[src/rtl/aff_params.svh]
`ifndef AFF_PARAMS_SVH
`define AFF_PARAMS_SVH

// ********************************************************************
// Clock and timing figures.
// ********************************************************************
`define AFF_CLK_PERIOD_NS    50
`define AFF_STROBE_HIGH_NS   80
`define AFF_STROBE_LOW_NS    80
`define AFF_CLEAR_WIDTH_NS   400
`define AFF_CLEAR_RECOVER_NS 30
`define AFF_RIPPLE_NS        1000
`define AFF_CYC_UP(ns)       (((ns) + `AFF_CLK_PERIOD_NS - 1) / `AFF_CLK_PERIOD_NS)
`define AFF_STROBE_HIGH_CYC  `AFF_CYC_UP(`AFF_STROBE_HIGH_NS)
`define AFF_STROBE_LOW_CYC   `AFF_CYC_UP(`AFF_STROBE_LOW_NS)
`define AFF_CLEAR_WIDTH_CYC  `AFF_CYC_UP(`AFF_CLEAR_WIDTH_NS)
`define AFF_CLEAR_RECOV_CYC  `AFF_CYC_UP(`AFF_CLEAR_RECOVER_NS)
`define AFF_RIPPLE_CYC       `AFF_CYC_UP(`AFF_RIPPLE_NS)

// ********************************************************************
// Device organisation.
// ********************************************************************
`define AFF_WORD_WIDTH       4
`define AFF_DEPTH            64
`define AFF_COUNT_WIDTH      6

`endif

[src/rtl/aff_pkg.sv]
`include "aff_params.svh"

package aff_pkg;

  typedef struct packed {
    logic                        masterClearN;
    logic                        pushStrobe;
    logic [`AFF_WORD_WIDTH-1:0]  inWord;
    logic                        popStrobe;
  } aff_dev_out_type;

  typedef struct packed {
    logic                        acceptFlag;
    logic                        validFlag;
    logic [`AFF_WORD_WIDTH-1:0]  outWord;
  } aff_dev_in_type;

  typedef enum logic [1:0] {
    CLR_ASSERT,
    CLR_RECOVER,
    CLR_RUN
  } aff_clear_state_type;

  typedef enum logic [1:0] {
    WR_IDLE,
    WR_HIGH,
    WR_LOW
  } aff_write_state_type;

  typedef enum logic [1:0] {
    RD_IDLE,
    RD_HIGH,
    RD_LOW
  } aff_read_state_type;

endpackage

[src/rtl/aff_low_timer.sv]
`timescale 1ns/100ps
`include "aff_params.svh"

// ********************************************************************
// Reports a flag that has stayed low for a given number of cycles.
// ********************************************************************
module aff_low_timer #(
  parameter int CW    = `AFF_COUNT_WIDTH,
  parameter int LIMIT = `AFF_RIPPLE_CYC
) (
  input  wire logic clk,
  input  wire logic resetn,
  input  wire logic clkEn,
  input  wire logic armed,
  input  wire logic level,
  output logic      stuckLow
);

  localparam logic [CW-1:0] LimitC = CW'(LIMIT);

  logic [CW-1:0] lowCnt_q;

  always_ff @(posedge clk)
  begin
    if (!resetn)
    begin
      lowCnt_q <= '0;
    end
    else if (clkEn)
    begin
      if (!armed || level)
      begin
        lowCnt_q <= '0;
      end
      else if (lowCnt_q != LimitC)
      begin
        lowCnt_q <= lowCnt_q + CW'(1);
      end
    end
  end

  assign stuckLow = (lowCnt_q == LimitC);

endmodule

[src/rtl/aff_host.sv]
`timescale 1ns/100ps
`include "aff_params.svh"

// Contract
// RULE1 - The device holds sixty-four four-bit words in first-in first-out order.
// RULE2 - Write and read sides run independently with no shared clock.
// RULE3 - Push strobe rises only while accept flag is high; device then drops accept.
// RULE4 - Word held in first stage until accept and push both low.
// RULE5 - Device raises accept after word leaves first stage; stays low when full.
// RULE6 - Occupied stages pass words toward output without outside action.
// RULE7 - Ripple-through time spans input to output for a word or vacancy.
// RULE8 - Word reaching last stage raises valid flag and appears on output word.
// RULE9 - Pop strobe rises only while valid high; output held until both low.
// RULE10 - After pop completes, next word moves out and valid rises, unless empty.
// RULE11 - Accept or valid low for a ripple-through time means full or empty.
// RULE12 - Master clear empties every stage and drives output word low.
// RULE13 - After clear, valid stays low; accept rises only if push was low.
// RULE14 - Device model uses staged register array; inputs synchronised; one advance per step. The host samples devIn directly on clk, unsynchronised.
module aff_host #(
  parameter int WW       = `AFF_WORD_WIDTH,
  parameter int CW       = `AFF_COUNT_WIDTH,
  parameter int HIGH_CYC = `AFF_STROBE_HIGH_CYC,
  parameter int LOW_CYC  = `AFF_STROBE_LOW_CYC,
  parameter int CLR_CYC  = `AFF_CLEAR_WIDTH_CYC,
  parameter int REC_CYC  = `AFF_CLEAR_RECOV_CYC,
  parameter int RIP_CYC  = `AFF_RIPPLE_CYC
) (
  input  wire logic             clk,
  input  wire logic             resetn,
  input  wire logic             clkEn,
  input  wire logic             clearReq,
  input  wire logic             wrValid,
  input  wire logic [WW-1:0]    wrData,
  output logic                  wrReady,
  output logic                  rdValid,
  output logic [WW-1:0]         rdData,
  input  wire logic             rdReady,
  output logic                  fifoFull,
  output logic                  fifoEmpty,
  output logic                  busy,
  output aff_pkg::aff_dev_out_type devOut,
  input  wire aff_pkg::aff_dev_in_type devIn
);

  localparam logic [CW-1:0] HighC = CW'(HIGH_CYC - 1);
  localparam logic [CW-1:0] LowC  = CW'(LOW_CYC - 1);
  localparam logic [CW-1:0] ClrC  = CW'(CLR_CYC - 1);
  localparam logic [CW-1:0] RecC  = CW'(REC_CYC - 1);

  aff_pkg::aff_clear_state_type clrState_q;
  aff_pkg::aff_write_state_type wrState_q;
  aff_pkg::aff_read_state_type  rdState_q;
  logic [CW-1:0]                clrCnt_q;
  logic [CW-1:0]                wrCnt_q;
  logic [CW-1:0]                rdCnt_q;
  logic                         masterClearN_q;
  logic                         pushStrobe_q;
  logic [WW-1:0]                inWord_q;
  logic                         popStrobe_q;
  logic                         rdValid_q;
  logic [WW-1:0]                rdData_q;
  logic                         running;

  // ******************************************************************
  // Master clear sequencing.
  // ******************************************************************
  always_ff @(posedge clk)
  begin
    if (!resetn)
    begin
      clrState_q     <= aff_pkg::CLR_ASSERT;
      clrCnt_q       <= '0;
      masterClearN_q <= 1'b0;
    end
    else if (clkEn)
    begin
      if (clearReq && clrState_q == aff_pkg::CLR_RUN)
      begin
        clrState_q     <= aff_pkg::CLR_ASSERT;
        clrCnt_q       <= '0;
        masterClearN_q <= 1'b0;
      end
      else
      begin
        unique case (clrState_q)
          aff_pkg::CLR_ASSERT:
          begin
            if (clrCnt_q == ClrC)
            begin
              clrState_q     <= aff_pkg::CLR_RECOVER;
              clrCnt_q       <= '0;
              masterClearN_q <= 1'b1;
            end
            else
            begin
              clrCnt_q <= clrCnt_q + CW'(1);
            end
          end
          aff_pkg::CLR_RECOVER:
          begin
            if (clrCnt_q == RecC)
            begin
              clrState_q <= aff_pkg::CLR_RUN;
            end
            else
            begin
              clrCnt_q <= clrCnt_q + CW'(1);
            end
          end
          aff_pkg::CLR_RUN:
          begin
            clrCnt_q <= '0;
          end
        endcase
      end
    end
  end

  assign running = (clrState_q == aff_pkg::CLR_RUN);

  // ******************************************************************
  // Write handshake.
  // ******************************************************************
  assign wrReady = running && wrState_q == aff_pkg::WR_IDLE && devIn.acceptFlag; // RULE3

  always_ff @(posedge clk)
  begin
    if (!resetn)
    begin
      wrState_q    <= aff_pkg::WR_IDLE;
      wrCnt_q      <= '0;
      pushStrobe_q <= 1'b0;
      inWord_q     <= '0;
    end
    else if (clkEn)
    begin
      if (!running)
      begin
        wrState_q    <= aff_pkg::WR_IDLE;
        wrCnt_q      <= '0;
        pushStrobe_q <= 1'b0; // RULE13
      end
      else
      begin
        unique case (wrState_q)
          aff_pkg::WR_IDLE:
          begin
            if (wrValid && wrReady)
            begin
              inWord_q     <= wrData;
              pushStrobe_q <= 1'b1; // RULE3
              wrCnt_q      <= '0;
              wrState_q    <= aff_pkg::WR_HIGH;
            end
          end
          aff_pkg::WR_HIGH:
          begin
            if (wrCnt_q != HighC)
            begin
              wrCnt_q <= wrCnt_q + CW'(1);
            end
            else if (!devIn.acceptFlag)
            begin
              pushStrobe_q <= 1'b0; // RULE4
              wrCnt_q      <= '0;
              wrState_q    <= aff_pkg::WR_LOW;
            end
          end
          aff_pkg::WR_LOW:
          begin
            if (wrCnt_q != LowC)
            begin
              wrCnt_q <= wrCnt_q + CW'(1);
            end
            else
            begin
              wrState_q <= aff_pkg::WR_IDLE; // RULE5
            end
          end
        endcase
      end
    end
  end

  // ******************************************************************
  // Read handshake.
  // ******************************************************************
  always_ff @(posedge clk)
  begin
    if (!resetn)
    begin
      rdState_q   <= aff_pkg::RD_IDLE;
      rdCnt_q     <= '0;
      popStrobe_q <= 1'b0;
    end
    else if (clkEn)
    begin
      if (!running)
      begin
        rdState_q   <= aff_pkg::RD_IDLE;
        rdCnt_q     <= '0;
        popStrobe_q <= 1'b0;
      end
      else
      begin
        unique case (rdState_q)
          aff_pkg::RD_IDLE:
          begin
            if (devIn.validFlag && (!rdValid_q || rdReady))
            begin
              popStrobe_q <= 1'b1; // RULE9
              rdCnt_q     <= '0;
              rdState_q   <= aff_pkg::RD_HIGH;
            end
          end
          aff_pkg::RD_HIGH:
          begin
            if (rdCnt_q != HighC)
            begin
              rdCnt_q <= rdCnt_q + CW'(1);
            end
            else if (!devIn.validFlag)
            begin
              popStrobe_q <= 1'b0; // RULE9
              rdCnt_q     <= '0;
              rdState_q   <= aff_pkg::RD_LOW;
            end
          end
          aff_pkg::RD_LOW:
          begin
            if (rdCnt_q != LowC)
            begin
              rdCnt_q <= rdCnt_q + CW'(1);
            end
            else
            begin
              rdState_q <= aff_pkg::RD_IDLE; // RULE10
            end
          end
        endcase
      end
    end
  end

  // ******************************************************************
  // Output word holding register toward the user.
  // ******************************************************************
  always_ff @(posedge clk)
  begin
    if (!resetn)
    begin
      rdValid_q <= 1'b0;
      rdData_q  <= '0;
    end
    else if (clkEn)
    begin
      if (running && rdState_q == aff_pkg::RD_IDLE && devIn.validFlag && (!rdValid_q || rdReady))
      begin
        rdValid_q <= 1'b1;
        rdData_q  <= devIn.outWord; // RULE8
      end
      else if (rdReady || !running)
      begin
        rdValid_q <= 1'b0;
      end
    end
  end

  // ******************************************************************
  // Full and empty detection.
  // ******************************************************************
  aff_low_timer #(
    .CW    (CW),
    .LIMIT (RIP_CYC)
  ) fullTimer (
    .clk      (clk),
    .resetn   (resetn),
    .clkEn    (clkEn),
    .armed    (running),
    .level    (devIn.acceptFlag),
    .stuckLow (fifoFull)
  ); // RULE11

  aff_low_timer #(
    .CW    (CW),
    .LIMIT (RIP_CYC)
  ) emptyTimer (
    .clk      (clk),
    .resetn   (resetn),
    .clkEn    (clkEn),
    .armed    (running),
    .level    (devIn.validFlag),
    .stuckLow (fifoEmpty)
  ); // RULE11

  assign rdValid             = rdValid_q;
  assign rdData              = rdData_q;
  assign busy                = !running;
  assign devOut.masterClearN = masterClearN_q; // RULE12
  assign devOut.pushStrobe   = pushStrobe_q;
  assign devOut.inWord       = inWord_q;
  assign devOut.popStrobe    = popStrobe_q;

endmodule

[config.mk]
export PLATFORM = sky130hd
export DESIGN_NAME = aff_host
export DESIGN_NICKNAME = d
export VERILOG_FILES = /design/src/rtl/aff_pkg.sv /design/src/rtl/aff_low_timer.sv /design/src/rtl/aff_host.sv
export VERILOG_INCLUDE_DIRS = /design/src /design/src/rtl
export SDC_FILE = /design/constraint.sdc
export NUM_CORES = 1
export LEC_CHECK = 0
export BUFFER_PORTS_ARGS = -buffer_cell sky130_fd_sc_hd__buf_4
export CAP_MARGIN = 20
export CORE_ASPECT_RATIO = 0.75
export CORE_MARGIN = 2
export CORE_UTILIZATION = 60
export DETAILED_ROUTE_END_ITERATION = 10
export GPL_TIMING_DRIVEN = 0
export PLACE_DENSITY = 0.82
export REMOVE_ABC_BUFFERS = 1
export SLEW_MARGIN = 20
export SYNTH_ARGS = -nofsm -noshare
export SYNTH_HDL_FRONTEND = slang
export SYNTH_SLANG_ARGS = --single-unit
[constraint.sdc]
create_clock -name clk -period 2.6 [get_ports clk]
set_clock_uncertainty 0.05 [all_clocks]
set_input_delay 0 -clock clk [delete_from_list [all_inputs] [get_ports clk]]
set_output_delay 0 -clock clk [all_outputs]
set_load 0.01 [all_outputs]
==> results of run 1 <==
-- timing repair --
item                       in CTS  in global routing
setup endpoints to repair       0                  1
hold endpoints to repair       10                  0
hold buffers                   10                  0
resized for setup               0                  1
-- sequential cells by signal (all words and copies together), names as in the netlist --
name                 flops
rdData                   4
emptyTimer.lowCnt_q      6
wrCnt_q                  6
rdCnt_q                  6
clrCnt_q                 6
inWord_q                 4
clrState_q               2
rdState_q                2
fullTimer.lowCnt_q       6
masterClearN_q           1
pushStrobe_q             1
wrState_q                2
rdValid                  1
popStrobe_q              1
-- final timing paths --
kind	slack, ns	start	to
setup / recovery	0.40	clrState_q[0]	rdCnt_q[4]
setup reg to reg	0.40	clrState_q[0]	rdCnt_q[4]
hold reg to reg	0.43	wrCnt_q[4]	wrCnt_q[4]
hold / removal	0.02	clkEn	masterClearN_q
-- logic make-up (layout without fill, tap and decap cells) --
| kind of cell | after synthesis | in the layout | share of synthesized area |
|---|---|---|---|
| muxes | 14 | 14 | 0.0519 |
| AOI/OAI and AO/OA | 62 | 62 | 0.159 |
| adders and majority gates | 20 | 20 | 0.0919 |
| buffers and inverters | 37 | 73 | 0.0625 |
| and+or+nand+nor | 132 | 132 | 0.243 |
| DFF | 48 | 48 | 0.353 |
| xor gates and xnor gates | 12 | 12 | 0.0386 |
-- metal layers --
metal  GRT usage  wire, µm  vias up  share of wire
li1            -         -     1195              -
met2       0.408      2750       33           0.47
met4      0.0583        49        0         0.0084
met1       0.323      2840     1120           0.49
met3      0.0494       214        5          0.037
met5           0         0        -              0
-- power by group through the flow --
stage               clock (mW)  combinational, mW  sequential [mW]
floorplan                    0             0.0433            0.763
global placement             0             0.0844            0.763
detailed placement           0             0.0873            0.764
CTS                      0.551             0.0995            0.747
global route             0.579              0.111            0.748
finish                   0.542             0.0998            0.747
-- layout make-up --
cell class | count | area (µm²)
repair buffers | 41 | 333
multi-input cells | 240 | 1600
clock buffers | 6 | 72.6
inverters | 24 | 90.1
flip-flops and latches | 48 | 961
fillers | 354 | 1260
clock inverters | 2 | 35.0
well taps | 57 | 71.3
-- per-stage QoR --
step	utilization	hold slack (ns)	setup WS (ns)	std cells	power, mW
final	0.715	0.0162	0.403	418	1.39
after global routing	0.715	0.0206	0.259	418	1.44
after CTS	0.715	0.00598	0.0954	418	1.40
after detailed placement	0.668	0.194	0.202	400	0.851
after global placement	0.668	0.178	0.230	400	0.848
after floorplan	-	0.0466	0.581	312	0.807
-- cell usage after synthesis (all sizes together) (7+ instances only) --
| cell | number |
|---|---|
| buf | 7 |
| inv | 24 |
| o21ai | 7 |
| xor2 | 10 |
| nand3 | 11 |
| nor2 | 34 |
| a21oi | 25 |
| ha | 20 |
| mux2i | 13 |
| nand4 | 7 |
| or3 | 8 |
| dfxtp | 48 |
| nand2 | 39 |
==> flow_summary.json, run 1 <==
{
  "ir_drop_v": 0.000387,
  "rsz0062_at_grt": "false",
  "first_iter_violations": 102,
  "setup_tns_ns": 0,
  "cts-htree-levels": 2,
  "hp-class": "in2reg",
  "period_share": 0.845,
  "drt_drc_violations_left": 0,
  "grt_max_degree": 31,
  "p_switching_mw": 0.316,
  "hold_viol_final": 0,
  "grt_pass1_wl_um": 9960,
  "crit_buf_inv": 1,
  "vias": 2353,
  "ys_ff_latch": 48,
  "grt_pass1_vias": 2264,
  "synth_edf_count": 0,
  "crit_fanout": 20,
  "critPathTopFamily": "compound AO/OA/AOI/OAI gates",
  "worst_pin_slew_ns": 0.940,
  "power_frac_clock": 0.391,
  "routabilityCongestion": 0.828,
  "clk_pin_slew_ns": 0.09,
  "clk_latency_ns": 0.30,
  "swShare": 0.228,
  "power_density_nw_per_um2": 440,
  "diodes": 0,
  "nNetsFinal": 396,
  "final_common_cell": "dfxtp_1",
  "viasPerCell": 5.63,
  "startpoint_type": "flop",
  "drive_above_1_share": 0.144,
  "postLayoutCellArea_um2": 3160,
  "slew_headroom": 0.372,
  "syn_area_um2": 2720,
  "routed_wl_um": 5850,
  "dp_hpwl_um": 4080,
  "hold_path_depth": 2,
  "max_freq_mhz": 455,
  "cts-root-buf": "clkbuf_8",
  "leakagePower_nw": 1.25,
  "synth_area_leader_cell": "dfxtp_1",
  "wl_per_cell_um": 14.0,
  "cp_slowest_cell": "ha_2",
  "max_stage_delay_ns": 0.48,
  "first_pass_iters": 4,
  "grt_overflow": 0,
  "yosysWarnings": 0,
  "slew_viol_final": 0,
  "synthArstFlopShare": 0,
  "finalSetupViolations": 0,
  "cp.depth": 6,
  "synthFlopType": "dfxtp_1",
  "drtAntennaViolNets": 0,
  "crit_type": "reg2reg",
  "power_frac_seq": 0.538,
  "worst_ep_arrival_time_ns": 2.35,
  "critPathRequiredTime_ns": 2.75,
  "postCtsSetupBuffers": 0,
  "avgSynthCellArea_um2": 8.38,
  "layout_common_cells": "dfxtp_1 (48), nand2_1 (39), nor2_1 (34), buf_4 (31), a21oi_1 (25)",
  "status": "completed",
  "area_delta_synth_final_pct": 15.9,
  "endpoint_kind": "flop",
  "io_pins": 32,
  "placed_cell_area_um2": 2950,
  "cts_tree": "built",
  "grt_usage": 0.245,
  "die_w_um": 81.8,
  "cts_buffer_depth": 2,
  "min_period_ns": 2.20,
  "synth.distinct_cells": 52,
  "clkSinkCount": 48,
  "die_area_um2": 5100,
  "start_util": 0.617,
  "dieHeight_um": 62.4,
  "cap_viol_max_count": 0,
  "synthTopCellsByArea": "dfxtp_1 (35%), ha_1 (9.2%), nand2_1 (5.4%), mux2i_1 (4.8%), nor2_1 (4.7%)",
  "combPwrFrac": 0.072,
  "p_int_mw": 1.07,
  "placementRows": 21,
  "core_um2": 4410,
  "reg2reg_depth": 6,
  "syn_inst": 325,
  "numCtsBuffers": 5,
  "antenna_found_initial": 0,
  "cp_cell_sequence": "inv_1 -> ha_2 -> o211ai_1 -> a31oi_2 -> nand3_1 -> o32ai_1",
  "portBuffers": 31,
  "synth_top_area_frac": 0.353,
  "ys_seq_area_frac": 0.353
}
Note: power is estimated with default switching activity, not from simulation.
==> inputs of run 2 (changes only) <==
--- a/config.mk
+++ b/config.mk
@@ -10,10 +10,10 @@
 export CAP_MARGIN = 20
 export CORE_ASPECT_RATIO = 0.75
 export CORE_MARGIN = 2
-export CORE_UTILIZATION = 60
+export CORE_UTILIZATION = 58
 export DETAILED_ROUTE_END_ITERATION = 10
 export GPL_TIMING_DRIVEN = 0
-export PLACE_DENSITY = 0.82
+export PLACE_DENSITY = 0.79
 export REMOVE_ABC_BUFFERS = 1
 export SLEW_MARGIN = 20
 export SYNTH_ARGS = -nofsm -noshare
==> constraint.sdc (replaced) <==
create_clock -name clk -period 2.1 [get_ports clk]
set_clock_uncertainty 0.05 [all_clocks]
set_input_delay 0 -clock clk [delete_from_list [all_inputs] [get_ports clk]]
set_output_delay 0 -clock clk [all_outputs]
set_load 0.01 [all_outputs]
==> flow_summary.json, run 2 (synthesis results as in run 1) <==
{
  "period_share": 0.911,
  "drtAntennaViolNets": 0,
  "r2r-end": "wrCnt_q[4]",
  "first_pass_iters": 4,
  "finalSetupViolations": 0,
  "dp_hpwl_um": 3870,
  "io_pins": 32,
  "multi_input_area_um2": 1610,
  "rsz0062_at_grt": "false",
  "hold_viol_final": 0,
  "reg2reg_depth": 7,
  "diodes": 0,
  "max_freq_mhz": 523,
  "worst_ep_arrival_time_ns": 2.11,
  "pre_cts_ws_ns": -0.333,
  "slew_headroom": 0.381,
  "min_period_ns": 1.91,
  "numCtsBuffers": 5,
  "ir_drop_v": 0.000442,
  "die_w_um": 83.1,
  "cap_viol_max_count": 0,
  "grt_overflow": 0,
  "grt_usage": 0.229,
  "dp.cells": 400,
  "final_common_cell": "dfxtp_1",
  "drive_above_1_share": 0.151,
  "p_switching_mw": 0.402,
  "status": "completed",
  "cts_buffer_depth": 2,
  "setup_ws_ns": 0.187,
  "hold_path_depth": 2,
  "power_frac_seq": 0.534,
  "hold_ws_ns": 0.0146,
  "crit_fanout": 5,
  "start_util": 0.606,
  "cts-htree-levels": 2,
  "placed_cell_area_um2": 2950,
  "dieHeight_um": 63.4,
  "critPathRequiredTime_ns": 2.30,
  "startpoint_type": "flop",
  "hp-class": "in2reg",
  "grt_pass1_vias": 2218,
  "cp_cell_sequence": "inv_1 -> ha_1 -> o211ai_4 -> a31oi_4 -> nand3_2 -> or4_1 -> o21ai_1",
  "rrSetupSlack_ns": 0.19,
  "p_int_mw": 1.33,
  "combPwrFrac": 0.072,
  "critPathTopFamily": "simple AND/OR/NAND/NOR gates",
  "cp_slowest_cell": "or4_1",
  "routabilityCongestion": 0.841,
  "antenna_found_initial": 0,
  "swShare": 0.232,
  "crit_buf_inv": 1,
  "setup_tns_ns": 0,
  "grt_max_degree": 31,
  "die_area_um2": 5270,
  "routed_wl_um": 5750,
  "power_frac_clock": 0.393,
  "core_um2": 4490,
  "slew_viol_final": 0,
  "fin_cells": 421,
  "cts_tree": "built",
  "nNetsFinal": 399,
  "utilization": 0.712,
  "regArea_um2": 961,
  "power_mw": 1.73,
  "worst_pin_slew_ns": 0.928,
  "wl_per_cell_um": 13.7,
  "hp-start": "clkEn",
  "vias": 2354,
  "crit_type": "reg2reg",
  "portBuffers": 31,
  "cts-root-buf": "clkbuf_8",
  "grt_pass1_wl_um": 9950,
  "area_delta_synth_final_pct": 17.4,
  "clkSinkCount": 48,
  "min_to": "masterClearN_q",
  "r2r_start": "wrState_q[0]",
  "leakagePower_nw": 1.27,
  "postLayoutCellArea_um2": 3200,
  "drt_drc_violations_left": 0,
  "max_stage_delay_ns": 0.49,
  "first_iter_violations": 115,
  "viasPerCell": 5.59,
  "placementRows": 21,
  "power_density_nw_per_um2": 541,
  "final.fill_count": 356,
  "clk_pin_slew_ns": 0.09,
  "endpoint_kind": "flop",
  "layout_common_cells": "dfxtp_1 (48), nand2_1 (39), nor2_1 (34), buf_4 (33), a21oi_1 (25)",
  "clk_latency_ns": 0.31
}
## run 2: cell count changes in the layout (fill, tap and decap cells not counted)
cell / change
buf_4: +2
clkbuf_1: -1
clkinvlp_4: +1
dlygate4sd3_1: +1
ha_2: -1
ha_4: +1
## run 2: repair_timing
action / CTS / global route
endpoints found under the hold margin: 12 / 0
resized for setup: 2 / 0
setup endpoints to repair: 23 / 3
hold buffers: 11 / 0
cloned: 0 / 0
buffers inserted: 0 / 2
## run 2: final cells by class
class                           count  share of cell area
Multi-Input combinational cell    240               0.502
Timing Repair Buffer               44               0.112
Clock inverter                      3              0.0133
Inverter                           24              0.0282
Tap cell                           57              0.0223
Clock buffer                        5              0.0215
Sequential cell                    48               0.301
## run 2: power by group through the flow
stage	clock network [mW]	logic (mW)	registers [mW]
2_1_floorplan	0	0.0536	0.945
3_3_place_gp	0	0.105	0.945
3_5_place_dp	0	0.107	0.946
4_1_cts	0.690	0.124	0.924
5_1_grt	0.736	0.138	0.926
6_report	0.680	0.125	0.925
## run 2: worst max path at each step
stage / startpoint / to / slack, ns / depth (start not counted)
3_3_place_gp: clrState_q[0] / wrCnt_q[5] / -0.24 / 7
6_report: wrState_q[0] / wrCnt_q[4] / 0.19 / 7
3_5_place_dp: clrState_q[0] / rdCnt_q[4] / -0.33 / 6
4_1_cts: clrState_q[0] / wrCnt_q[4] / 0.1 / 7
5_1_grt: wrState_q[0] / wrCnt_q[5] / 0.005 / 7
2_1_floorplan: clrState_q[0] / wrCnt_q[4] / 0.08 / 7
## run 2: metal layers
metal / global-route usage / vias up / part of all wire
met5: 0 / - / 0
met4: 0.0820 / 0 / 0.014
met3: 0.0498 / 10 / 0.054
met2: 0.377 / 51 / 0.46
met1: 0.297 / 1088 / 0.48
li1: - / 1205 / -
==> inputs of run 3 (changes only) <==
--- a/config.mk
+++ b/config.mk
@@ -6,14 +6,15 @@
 export SDC_FILE = /design/constraint.sdc
 export NUM_CORES = 1
 export LEC_CHECK = 0
+export ABC_AREA = 1
 export BUFFER_PORTS_ARGS = -buffer_cell sky130_fd_sc_hd__buf_4
 export CAP_MARGIN = 20
 export CORE_ASPECT_RATIO = 0.75
 export CORE_MARGIN = 2
-export CORE_UTILIZATION = 58
+export CORE_UTILIZATION = 53
 export DETAILED_ROUTE_END_ITERATION = 10
 export GPL_TIMING_DRIVEN = 0
-export PLACE_DENSITY = 0.79
+export PLACE_DENSITY = 0.76
 export REMOVE_ABC_BUFFERS = 1
 export SLEW_MARGIN = 20
 export SYNTH_ARGS = -nofsm -noshare
==> constraint.sdc (replaced) <==
create_clock -name clk -period 1.6 [get_ports clk]
set_clock_uncertainty 0.05 [all_clocks]
set_input_delay 0 -clock clk [delete_from_list [all_inputs] [get_ports clk]]
set_output_delay 0 -clock clk [all_outputs]
set_load 0.01 [all_outputs]
==> flow_summary.json, run 3 <==
{
  "status": "completed",
  "wl_per_cell_um": 11.3,
  "clkSinkCount": 48,
  "dp_hpwl_um": 4710,
  "area_delta_synth_final_pct": 23.6,
  "portBuffers": 31,
  "postLayoutCellArea_um2": 3690,
  "worst_pin_slew_ns": 0.378,
  "cts-root-buf": "clkbuf_8",
  "cts_buffer_depth": 2,
  "synthFlopType": "dfxtp_1",
  "avgSynthCellArea_um2": 6.25,
  "startpoint_type": "flop",
  "io_pins": 32,
  "ys_seq_area_frac": 0.321,
  "synth.distinct_cells": 27,
  "placed_cell_area_um2": 3250,
  "synth_edf_count": 0,
  "multi_input_area_um2": 1850,
  "final_common_cell": "nand2_1",
  "critPathTopFamily": "simple AND/OR/NAND/NOR gates",
  "grt_pass1_wl_um": 11500,
  "clk_pin_slew_ns": 0.08,
  "crit_fanout": 8,
  "core_um2": 5380,
  "die_w_um": 90.7,
  "start_util": 0.555,
  "grt_usage": 0.217,
  "cap_viol_max_count": 0,
  "worst_ep_arrival_time_ns": 1.72,
  "synth_top_area_frac": 0.321,
  "grt_max_degree": 33,
  "routabilityCongestion": 0.848,
  "hp-start": "resetn",
  "power_mw": 4.03,
  "diodes": 0,
  "hold_viol_final": 0,
  "leakagePower_nw": 1.75,
  "layout_common_cells": "nand2_1 (107), nor2_1 (83), inv_1 (67), dfxtp_1 (41), buf_4 (38)",
  "finalSetupViolations": 0,
  "crit_buf_inv": 3,
  "vias": 2956,
  "clk_latency_ns": 0.29,
  "hold_ws_ns": 0.0410,
  "cp_slowest_cell": "dfxtp_2",
  "slew_headroom": 0.747,
  "dp.cells": 573,
  "critPathRequiredTime_ns": 1.78,
  "power_density_nw_per_um2": 1090,
  "viasPerCell": 4.93,
  "grt_pass1_vias": 2726,
  "drive_above_1_share": 0.200,
  "final.fill_count": 469,
  "min_period_ns": 1.53,
  "crit_start": "clrState_q[0]",
  "crit_type": "reg2reg",
  "period_share": 0.958,
  "setup_tns_ns": 0,
  "grt_overflow": 0,
  "placementRows": 23,
  "ir_drop_v": 0.000477,
  "dieHeight_um": 69.0,
  "synth_area_leader_cell": "dfxtp_1",
  "die_area_um2": 6260,
  "first_pass_iters": 4,
  "syn_inst": 478,
  "first_iter_violations": 135,
  "pre_cts_ws_ns": -0.577,
  "yosysWarnings": 0,
  "numCtsBuffers": 5,
  "fin_cells": 600,
  "ys_top_cells_by_count": "nand2_1 (118), nor2_1 (92), inv_1 (72)",
  "max_stage_delay_ns": 0.34,
  "nNetsFinal": 560,
  "endpoint_kind": "flop",
  "utilization": 0.687,
  "slew_viol_final": 0,
  "antenna_found_initial": 0,
  "cp_cell_sequence": "inv_2 -> ha_4 -> buf_8 -> nand2_4 -> a21oi_4 -> nor2_4 -> nand2_4 -> inv_6 -> nand2_1 -> nand2_1 -> nor2_2",
  "r2r_start": "clrState_q[0]",
  "regArea_um2": 970,
  "hp-class": "in2reg",
  "routed_wl_um": 6800,
  "synthTopCellsByArea": "dfxtp_1 (32%), nand2_1 (15%), nor2_1 (12%), inv_1 (9.0%), ha_1 (8.4%)",
  "cts-htree-levels": 2,
  "ys_ff_latch": 48,
  "cts_tree": "built",
  "drtAntennaViolNets": 0,
  "drt_drc_violations_left": 0,
  "synthArstFlopShare": 0,
  "syn_area_um2": 2990,
  "synth.most_common_cell": "nand2_1",
  "setup_ws_ns": 0.0674,
  "max_freq_mhz": 653,
  "rsz0062_at_grt": "true"
}
==> run 3: final cells by class <==
type	instances	share of cell area
inverters	75	0.0775
multi-input cells	345	0.502
well taps	75	0.0254
clock buffers	8	0.0244
repair buffers	49	0.108
flip-flops and latches	48	0.262
==> run 3: repair_timing <==
item | in CTS | in global routing
setup buffers | 5 | 3
gates cloned | 1 | 0
setup endpoints to repair | 49 | 37
hold buffers | 10 | 0
endpoints found under the hold margin | 10 | 0
pin swaps | 4 | 17
resized for setup | 18 | 45
==> run 3: tightest hold or removal path: stages <==
cell     delay [ns]
buf_4          0.22
nand2_1        0.10
nor2_1         0.03
==> run 3: routing by layer <==
layer	vias up	routed length, µm	track usage
met5	-	0	0
met3	2	253	0.0350
met2	57	3300	0.378
met1	1331	3220	0.279
met4	0	26	0.0581
li1	1566	-	-
==> run 3: final timing paths <==
path,to,slack [ns],depth (start not counted)
setup / recovery,wrCnt_q[2],0.07,11
hold / removal,clrState_q[1],0.04,3
setup reg to reg,wrCnt_q[2],0.07,11
hold reg to reg,rdData[0],0.40,2
==> run 3: report_power, final <==
| part | internal (mW) | switching, mW |
|---|---|---|
| clock network | 0.353 | 0.385 |
| logic | 0.734 | 1.10 |
| registers | 1.34 | 0.121 |
==> run 3: kinds of logic (layout without fill, tap and decap cells) <==
family | Yosys count | in the layout | synth area share
compound gates | 56 | 56 | 0.0980
xor+xnor | 4 | 4 | 0.0117
fa+ha+maj | 20 | 20 | 0.0837
buf+inv | 86 | 132 | 0.116
flops | 48 | 48 | 0.321
simple gates | 264 | 265 | 0.369
